--- src/hw/udie_pkg.sv ---
// package: register map, field positions and carriers for the device interrupt block
package udie_pkg;
  // register byte addresses
  localparam logic [15:0] UDIE_MASK_ADDR_FIRST = 16'hc08c;
  localparam logic [15:0] UDIE_ADDR_ADDR_FIRST = 16'hc08e;
  localparam logic [15:0] UDIE_FLAG_ADDR_FIRST = 16'hc090;
  localparam logic [15:0] UDIE_MASK_ADDR_SECOND = 16'hc0ac;
  localparam logic [15:0] UDIE_ADDR_ADDR_SECOND = 16'hc0ae;
  localparam logic [15:0] UDIE_FLAG_ADDR_SECOND = 16'hc0b0;
  // field positions
  localparam int UDIE_BIT_VBUS = 15;
  localparam int UDIE_BIT_ID = 14;
  localparam int UDIE_BIT_TIMEOUT = 11;
  localparam int UDIE_BIT_SOF = 9;
  localparam int UDIE_BIT_RESET = 8;
  localparam int UDIE_NUM_EP = 8;
  localparam int UDIE_ADDR_W = 7;
  // implemented-bit masks per engine
  localparam logic [15:0] UDIE_IMPL_FIRST = 16'hcbff;
  localparam logic [15:0] UDIE_IMPL_SECOND = 16'h0bff;
  // reset values
  localparam logic [15:0] UDIE_MASK_RST = 16'h0000;
  localparam logic [15:0] UDIE_FLAG_RST = 16'h0000;
  localparam logic [6:0] UDIE_DEVADDR_RST = 7'h00;
  localparam logic [15:0] UDIE_FRAME_RST = 16'h0000;
  localparam logic [15:0] UDIE_SOF_LIMIT_RST = 16'h2ee0;

  // register port request
  typedef struct packed {
    logic wr;
    logic rd;
    logic [15:0] addr;
    logic [15:0] wdata;
  } udie_req_s;

  // endpoint transaction outcome, one per endpoint
  typedef struct packed {
    logic ack;
    logic stall;
    logic timeout;
    logic in_exc;
    logic out_exc;
    logic nak;
    logic nak_ie;
  } udie_ep_evt_s;
endpackage

--- src/hw/udie_ctrl.sv ---
// device interrupt enable, event flags, frame count and address filter for one engine
// Operation
// - vbus edges raise flag, bit 15 enables
// - vbus/id bits exist only in first engine
// - id pin edges raise flag, bit 14 enables
// - no sof/eop in period raises timeout
// - frame counts timeouts between sof/eop
// - bit 9 gates sof/eop received interrupt
// - bit 8 gates bus reset interrupt
// - bits 7..0 gate endpoint done interrupts
// - done on ack stall timeout exceptions
// - nak also done when nak enable set
// - device address resets to zero
// - respond only to matching packet address
// - address seven bits, write only
// - address register at c08e or c0ae
// - status register at c090 or c0b0
// - enable register at c08c/c0ac, resets zero
// - write one clears pending flag
`timescale 1ns/1ns
module udie_ctrl
  import udie_pkg::*;
#(
  parameter bit SECOND_ENGINE = 1'b0
)
(
  // clock and reset
  input wire logic core_clk,
  input wire logic rst_b,
  // register port
  input udie_req_s req,
  output logic [15:0] rdata,
  output logic hit,
  // otg pins of the otg-capable port, asynchronous
  input wire logic vbus_above_thresh,
  input wire logic otg_id_pin,
  // usb engine events, same clock
  input wire logic sof_eop_rx,
  input wire logic bus_reset_det,
  input wire logic [15:0] sof_eop_limit,
  input udie_ep_evt_s [UDIE_NUM_EP-1:0] endpoint_x_evt,
  // token address check
  input wire logic [6:0] token_addr,
  output logic addr_match,
  // status out
  output logic [15:0] frame_count,
  output logic [6:0] device_address,
  output logic irq
);
  // ----------------------------------------
  // register decode
  // ----------------------------------------
  localparam logic [15:0] IMPL = SECOND_ENGINE ? UDIE_IMPL_SECOND : UDIE_IMPL_FIRST;
  localparam logic [15:0] A_MASK = SECOND_ENGINE ? UDIE_MASK_ADDR_SECOND : UDIE_MASK_ADDR_FIRST;
  localparam logic [15:0] A_ADDR = SECOND_ENGINE ? UDIE_ADDR_ADDR_SECOND : UDIE_ADDR_ADDR_FIRST;
  localparam logic [15:0] A_FLAG = SECOND_ENGINE ? UDIE_FLAG_ADDR_SECOND : UDIE_FLAG_ADDR_FIRST;

  logic sel_mask;
  logic sel_addr;
  logic sel_flag;
  assign sel_mask = req.addr == A_MASK;
  assign sel_addr = req.addr == A_ADDR;
  assign sel_flag = req.addr == A_FLAG;
  assign hit = sel_mask | sel_addr | sel_flag;

  // ----------------------------------------
  // event sources
  // ----------------------------------------
  logic vbus_edge;
  logic id_edge;
  logic [UDIE_NUM_EP-1:0] ep_done;

  udie_edge_sync u_vbus (
    .core_clk(core_clk),
    .rst_b(rst_b),
    .pin_in(vbus_above_thresh),
    .edge_pulse(vbus_edge)
  );

  udie_edge_sync u_id (
    .core_clk(core_clk),
    .rst_b(rst_b),
    .pin_in(otg_id_pin),
    .edge_pulse(id_edge)
  );

  for (genvar g = 0; g < UDIE_NUM_EP; g++) begin : g_ep
    udie_ep_done u_done (
      .evt(endpoint_x_evt[g]),
      .done(ep_done[g])
    );
  end

  // ----------------------------------------
  // sof/eop timeout watchdog and frame count
  // ----------------------------------------
  logic [15:0] sof_timer;
  logic [15:0] next_sof_timer;
  logic [15:0] next_frame_count;
  logic sof_timeout;

  always_comb begin
    sof_timeout = 1'b0;
    next_sof_timer = sof_timer + 16'h0001;
    next_frame_count = frame_count;
    if (sof_eop_rx) begin
      next_sof_timer = 16'h0000;
      next_frame_count = UDIE_FRAME_RST;
    end else if (sof_timer >= sof_eop_limit) begin
      // restart so repeated misses each count once
      sof_timeout = 1'b1;
      next_sof_timer = 16'h0000;
      next_frame_count = frame_count + 16'h0001;
    end
  end

  always_ff @(posedge core_clk or negedge rst_b) begin
    if (!rst_b) begin
      sof_timer <= 16'h0000;
      frame_count <= UDIE_FRAME_RST;
    end else begin
      sof_timer <= next_sof_timer;
      frame_count <= next_frame_count;
    end
  end

  // ----------------------------------------
  // enable mask, flags and address
  // ----------------------------------------
  logic [15:0] mask;
  logic [15:0] flags;
  logic [15:0] next_mask;
  logic [15:0] next_flags;
  logic [6:0] next_device_address;
  logic [15:0] evt_set;

  always_comb begin
    evt_set = 16'h0000;
    evt_set[UDIE_BIT_VBUS] = vbus_edge;
    evt_set[UDIE_BIT_ID] = id_edge;
    evt_set[UDIE_BIT_TIMEOUT] = sof_timeout;
    evt_set[UDIE_BIT_SOF] = sof_eop_rx;
    evt_set[UDIE_BIT_RESET] = bus_reset_det;
    evt_set[UDIE_NUM_EP-1:0] = ep_done;
    evt_set = evt_set & IMPL;
  end

  always_comb begin
    next_mask = mask;
    next_flags = flags;
    next_device_address = device_address;
    if (req.wr && sel_mask) begin
      next_mask = req.wdata & IMPL;
    end
    if (req.wr && sel_addr) begin
      // reserved upper bits are dropped, software keeps them zero
      next_device_address = req.wdata[UDIE_ADDR_W-1:0];
    end
    if (req.wr && sel_flag) begin
      next_flags = flags & ~req.wdata;
    end
    // set wins over a clear in the same cycle
    next_flags = next_flags | evt_set;
  end

  always_ff @(posedge core_clk or negedge rst_b) begin
    if (!rst_b) begin
      mask <= UDIE_MASK_RST;
      flags <= UDIE_FLAG_RST;
      device_address <= UDIE_DEVADDR_RST;
    end else begin
      mask <= next_mask;
      flags <= next_flags;
      device_address <= next_device_address;
    end
  end

  // ----------------------------------------
  // read mux, irq and address filter
  // ----------------------------------------
  always_comb begin
    rdata = 16'h0000;
    if (req.rd && sel_mask) begin
      rdata = mask;
    end else if (req.rd && sel_flag) begin
      rdata = flags;
    end
    // address register is write only and reads zero
  end

  // bits 15/14 (first engine only), 11, 9, 8 and 7..0 reach irq through the enable mask
  assign irq = |(flags & mask);
  assign addr_match = token_addr == device_address;
endmodule // udie_ctrl

--- src/hw/udie_edge_sync.sv ---
// two-flop synchroniser with both-edge pulse
`timescale 1ns/1ns
module udie_edge_sync
  import udie_pkg::*;
(
  // clock and reset
  input wire logic core_clk,
  input wire logic rst_b,
  // asynchronous level in, edge pulse out
  input wire logic pin_in,
  output logic edge_pulse
);
  logic meta;
  logic sync;
  logic last;
  logic next_meta;
  logic next_sync;
  logic next_last;

  always_comb begin
    next_meta = pin_in;
    next_sync = meta;
    next_last = sync;
  end

  always_ff @(posedge core_clk or negedge rst_b) begin
    if (!rst_b) begin
      meta <= 1'b0;
      sync <= 1'b0;
      last <= 1'b0;
    end else begin
      meta <= next_meta;
      sync <= next_sync;
      last <= next_last;
    end
  end

  // only the second flop and its delayed copy feed the compare
  assign edge_pulse = sync ^ last;
endmodule // udie_edge_sync

--- src/hw/udie_ep_done.sv ---
// endpoint transaction-done event combiner
`timescale 1ns/1ns
module udie_ep_done
  import udie_pkg::*;
(
  // one endpoint's outcome strobes
  input udie_ep_evt_s evt,
  // single-cycle done event
  output logic done
);
  always_comb begin
    done = evt.ack | evt.stall | evt.timeout | evt.in_exc | evt.out_exc;
    if (evt.nak && evt.nak_ie) begin
      done = 1'b1;
    end
  end
endmodule // udie_ep_done

--- config.mk ---
export PLATFORM = sky130hd
export DESIGN_NAME = udie_ctrl
export DESIGN_NICKNAME = d
export VERILOG_FILES = /design/src/hw/udie_pkg.sv /design/src/hw/udie_ctrl.sv /design/src/hw/udie_edge_sync.sv /design/src/hw/udie_ep_done.sv
export SDC_FILE = /design/constraint.sdc
export NUM_CORES = 1
export LEC_CHECK = 0
export BUFFER_PORTS_ARGS = -buffer_cell sky130_fd_sc_hd__buf_2
export CORE_MARGIN = 5
export CORE_UTILIZATION = 45
export CTS_CLUSTER_DIAMETER = 200
export DETAILED_ROUTE_END_ITERATION = 10
export GPL_ROUTABILITY_DRIVEN = 0
export PLACE_DENSITY = 0.76
export SETUP_SLACK_MARGIN = 0.1
export SLEW_MARGIN = 5
export SYNTH_ARGS = -nofsm -noshare
export SYNTH_HDL_FRONTEND = slang
export SYNTH_SLANG_ARGS = --single-unit
--- constraint.sdc ---
create_clock -name core_clk -period 5.25 [get_ports core_clk]
set_input_delay 0.2625 -clock core_clk [delete_from_list [all_inputs] [get_ports core_clk]]
set_output_delay 0.2625 -clock core_clk [all_outputs]
set_load 0.05 [all_outputs]
Word-level counts from Yosys, hierarchy flattened. Index checks and enable logic that the tools add are counted.

Register bits: 74. Input port bits: 119. Output and inout bits: 42. Word-level logic and storage cells: 90.

$add $sub $neg: 2. Magnitude comparators: 1. Equality and inequality tests: 4. Multiplexer cells: 17. Bitwise operators: 40. Reductions and logical operators: 15.

Operators by type and width (number): 2-to-1 mux 16 bit (7); == test 16 bit (second input constant) (3); bitwise OR 1 bit (34); adder 16 x 1 -> 16 bit (second input constant) (2); bitwise AND 16 bit (2); >= comparator 16 bit (1); inverter 16 bit (1); bitwise OR 16 bit (1); OR reduction 16 bit (1); logical AND 1 bit (13); 2-to-1 mux 1 bit (10); == test 7 bit (1); nonzero test 2 bit (1); XOR 1 bit (2).

Logic depth before layout (Yosys ltp).
Word-level depth: 6. Mapped depth: 10. Depth with buffers taken out: 8.

Hierarchy. A second synthesis with hierarchy kept.

Cells, all modules: 400. Area, all modules: 4126.5 µm².

Modules (own cells, without submodules): udie_ctrl (instances 1, cells each 368, area each 3788.6 µm², sequential area each 1701.6 µm²); udie_ep_done (instances 8, cells each 3, area each 21.3 µm², sequential area each 0.0 µm²); udie_edge_sync (instances 2, cells each 4, area each 83.8 µm², sequential area each 75.1 µm²).

Least setup slack after synthesis. OpenSTA, ideal clock, no wires.

Path kind: reg-to-output. From: register device_address[6]. To: output addr_match. Arrival: 2.361 ns. Required time: 4.988 ns. Slack: 2.626 ns. Cell stages (with the launch flop): 3. Buffers on the path: 0. Cells stage by stage: dfrtp_1 -> xor2_1 -> nor4_1.

Word-level cells in the longest chain between the ends: 1.

Ends and longest elaborated chain: from (decl) (line udie_ctrl.sv:47) `output logic [6:0] device_address,`; from (signal assigned) (line udie_ctrl.sv:174) `device_address <= next_device_address;`; == test 7 bit (line udie_ctrl.sv:193) `assign addr_match = token_addr == device_address;`; to (decl) (line udie_ctrl.sv:44) `output logic addr_match,`.

No other way between the ends.

Final worst setup path.
From: input req[16] (netlist bit). To: output rdata[11].

Word-level cells in the longest chain between the ends: 4. Elaborated cells between the ends (all ways): 6. Those cells by class: eq/ne: 2; mux: 2; reduce/logical: 2.

Ends and longest elaborated chain: from (decl) (line udie_ctrl.sv:31) `input udie_req_s req,`; == test 16 bit (line udie_ctrl.sv:63) `assign sel_flag = req.addr == A_FLAG;`; logical AND 1 bit (line udie_ctrl.sv:185) `end else if (req.rd && sel_flag) begin`; 2-to-1 mux 16 bit (line udie_ctrl.sv:185); 2-to-1 mux 16 bit (*) (line udie_ctrl.sv:183) `if (req.rd && sel_mask) begin`; to (decl) (line udie_ctrl.sv:32) `output logic [15:0] rdata,`.

Every way passes the cells marked *; elsewhere a longest branch is shown, timed or not.

==> metrics.yaml <==
drcViolationCount: 0
root_buffer: "clkbuf_8"
cp-start-kind: "primary input"
htree_levels: 3
p_per_area_nw_per_um2: 232
p_leak_nw: 2.56
pin_count: 161
antenna_left: 0
async_flop_share_pct: 100
dpl_cell_area_sq_um: 4800
grt_max_degree: 75
cts_buffers: 9
syn_area_sq_um: 3930
slowest_stage: "and3_1"
grt_pass1_vias: 3569
whs_ps: 47.0
synthTopCellsByArea: "dfrtp_1 (47%), ha_1 (5.7%), xor2_1 (3.6%)"
yosysTopAreaCell: "dfrtp_1"
drv_slew: 0
fin_skew_ps: 8.45
cts_buffer_depth: 2
core_sq_um: 8590
path_cells: "buf_2 > or4_1 > nor3_2 > and3_1 > a22o_1 > buf_2"
crit_arrival_ps: 2290
critPathMaxFanout: 16
rsz0062_at_grt: "false"
grt_use_total_pct: 19.0
syn-mean-instance-area_sq_um: 10.2
path_class: "in2out"
die_h_um: 103
ys_seq_elements: 74
cap_violations: 0
required_ps: 4990
ys.warnings.count: 0
utilization_pct: 58.6
cts_tree: "done"
diodes: 0
grt_remaining_overflow: 0
ys_types: 50
clock.fmax_mhz: 391
final_nets: 682
fin_area_sq_um: 5040
worst_path_most_repeated_cell: "buf_2"
status: "finished, final reports clean"
synth_top_area_share_pct: 47.1
wl_mm: 9.87
dp_cells: 641
start_util_pct: 45.7
mappedNetlistNets: 523
max_stage_delay_ps: 580
vdd_drop_max_mv: 0.155
syn-instance-count: 386
finalPower_mw: 1.17
cts_resized: 0
io_buffers: 160
hold_buffers: 0
drive_gt1_share_pct: 35.1
layout.cells.non_filler: 658
cp-end-kind: "primary output"
drt_iter0_markers: 140
grt_first_pass_wirelength_mm: 16.1
path_clk_slew_ps: 80
dp_slack_ps: 2690
synth.yosys.seq_area_share_pct: 47.1
n_fill_cell: 767
fin_ws_ps: 2690
hpwlAfterDp_mm: 7.80
antenna_found_initial: 0
cts_setup_buffers: 0
hold_viol_final: 0
dieWidth_um: 103
vias: 3504
numClockSinks: 74
ys.flop_type: "dfrtp_1"
hp-class: "in2async"
clkLatencyLatePin_ps: 340
setup_viol: 0
wire_per_inst_um: 15.0
fp.dieArea_sq_um: 10700
layout_min_cycle_time_ps: 2560
min_period_over_period_pct: 48.7
syn_to_final_growth_pct: 28.2
synth-edff-count: 0
num_rows: 34
drt-pass1-iter-count: 4
vias_per_cell: 5.33
worstMarginPinSlew_ps: 924
relSlewSlack_pct: 38.4
setup_tns_ps: 0
## layer usage
layer / vias up / GRT usage [%] / wire [um]
li1: 1718 / - / -
met1: 1649 / 24.1 / 4110
met2: 117 / 31.8 / 4770
met3: 20 / 3.35 / 764
met4: 0 / 8.67 / 228
met5: - / 0 / 0
## cells in the mapped netlist, drive strengths merged, types with 2 or more instances
| cell | instances |
|---|---|
| and3 | 6 |
| nand2 | 33 |
| buf | 9 |
| nor2 | 29 |
| xor2 | 16 |
| a22o | 14 |
| and4 | 2 |
| o31ai | 2 |
| xnor2 | 8 |
| nand2b | 2 |
| nor3 | 3 |
| a21oi | 26 |
| a221oi | 2 |
| a21boi | 3 |
| nor2b | 2 |
| inv | 19 |
| ha | 18 |
| o21ai | 10 |
| dfrtp | 74 |
| or3 | 10 |
| clkbuf | 5 |
| or4 | 4 |
| mux2 | 22 |
| nand3 | 17 |
| and2 | 3 |
| a22oi | 2 |
| nor4 | 9 |
| a21o | 12 |
| nand4 | 10 |
## flip-flops by register name, indices dropped and copies added (netlist names), 7 cells and up
| signal | count |
|---|---|
| mask | 13 |
| sof_timer | 16 |
| frame_count | 16 |
| device_address | 7 |
| flags | 16 |
## area by class of cell
| class | count | area [sq um] | area share [%] |
|---|---|---|---|
| multi-input combinational | 279 | 1930 | 38.3 |
| sequential | 74 | 1850 | 36.8 |
| timing repair buffer | 162 | 821 | 16.3 |
| clock buffer | 10 | 138 | 2.73 |
| tap | 108 | 135 | 2.68 |
| clock inverter | 6 | 90.1 | 1.79 |
| inverter | 19 | 71.3 | 1.42 |
## worst max-delay path, delay by kind of cell
kind / cells / cell delay, ps
AND/OR/NAND/NOR: 3 / 1430
buffers and inverters: 2 / 370
AO/OA/AOI/OAI: 1 / 240
## path summary, 6_finish.rpt
check,cells after the start,slack [ps],end,from
max in group asynchronous,1,4610,flags[10],rst_b
worst max register to register,8,2750,sof_timer[12],sof_timer[2]
worst min-delay path,1,50,u_vbus.meta,rst_b
worst min register to register,0,360,u_vbus.next_last,u_vbus.meta
worst max-delay path,6,2690,rdata[11],req[16]
min in group core_clk,1,50,u_id.meta,otg_id_pin
## power by group
group / leakage (nW) / switching, mW / internal [mW]
clock: 0.112 / 0.215 / 0.281
sequential: 0.954 / 0.00634 / 0.575
combinational: 1.49 / 0.0450 / 0.0459
## cell families (layout without fill, tap and decap cells)
group | after synthesis | after routing | synth area share, %
and+or+nand+nor | 135 | 135 | 17.7
AOI/OAI and AO/OA | 79 | 79 | 13.8
DFF | 74 | 74 | 47.1
buffers and inverters | 33 | 197 | 3.73
xor gates and xnor gates | 24 | 24 | 5.35
muxes | 23 | 23 | 6.56
adders and majority gates | 18 | 18 | 5.73
## placed cells by master (no fill, tap or decap), types with 9 or more instances in the layout
master      n
ha_1       18
mux2_2     12
nor2_1     28
a22o_1     14
dfrtp_1    74
nand3_1    17
nand2_1    33
inv_1      19
nand4_1    10
a21o_1     12
clkbuf_8   10
nor4_1      9
mux2_1     10
buf_2     159
o21ai_0    10
or3_1      10
xor2_1     16
a21oi_1    26
Note: power is estimated with default switching activity, not from simulation.
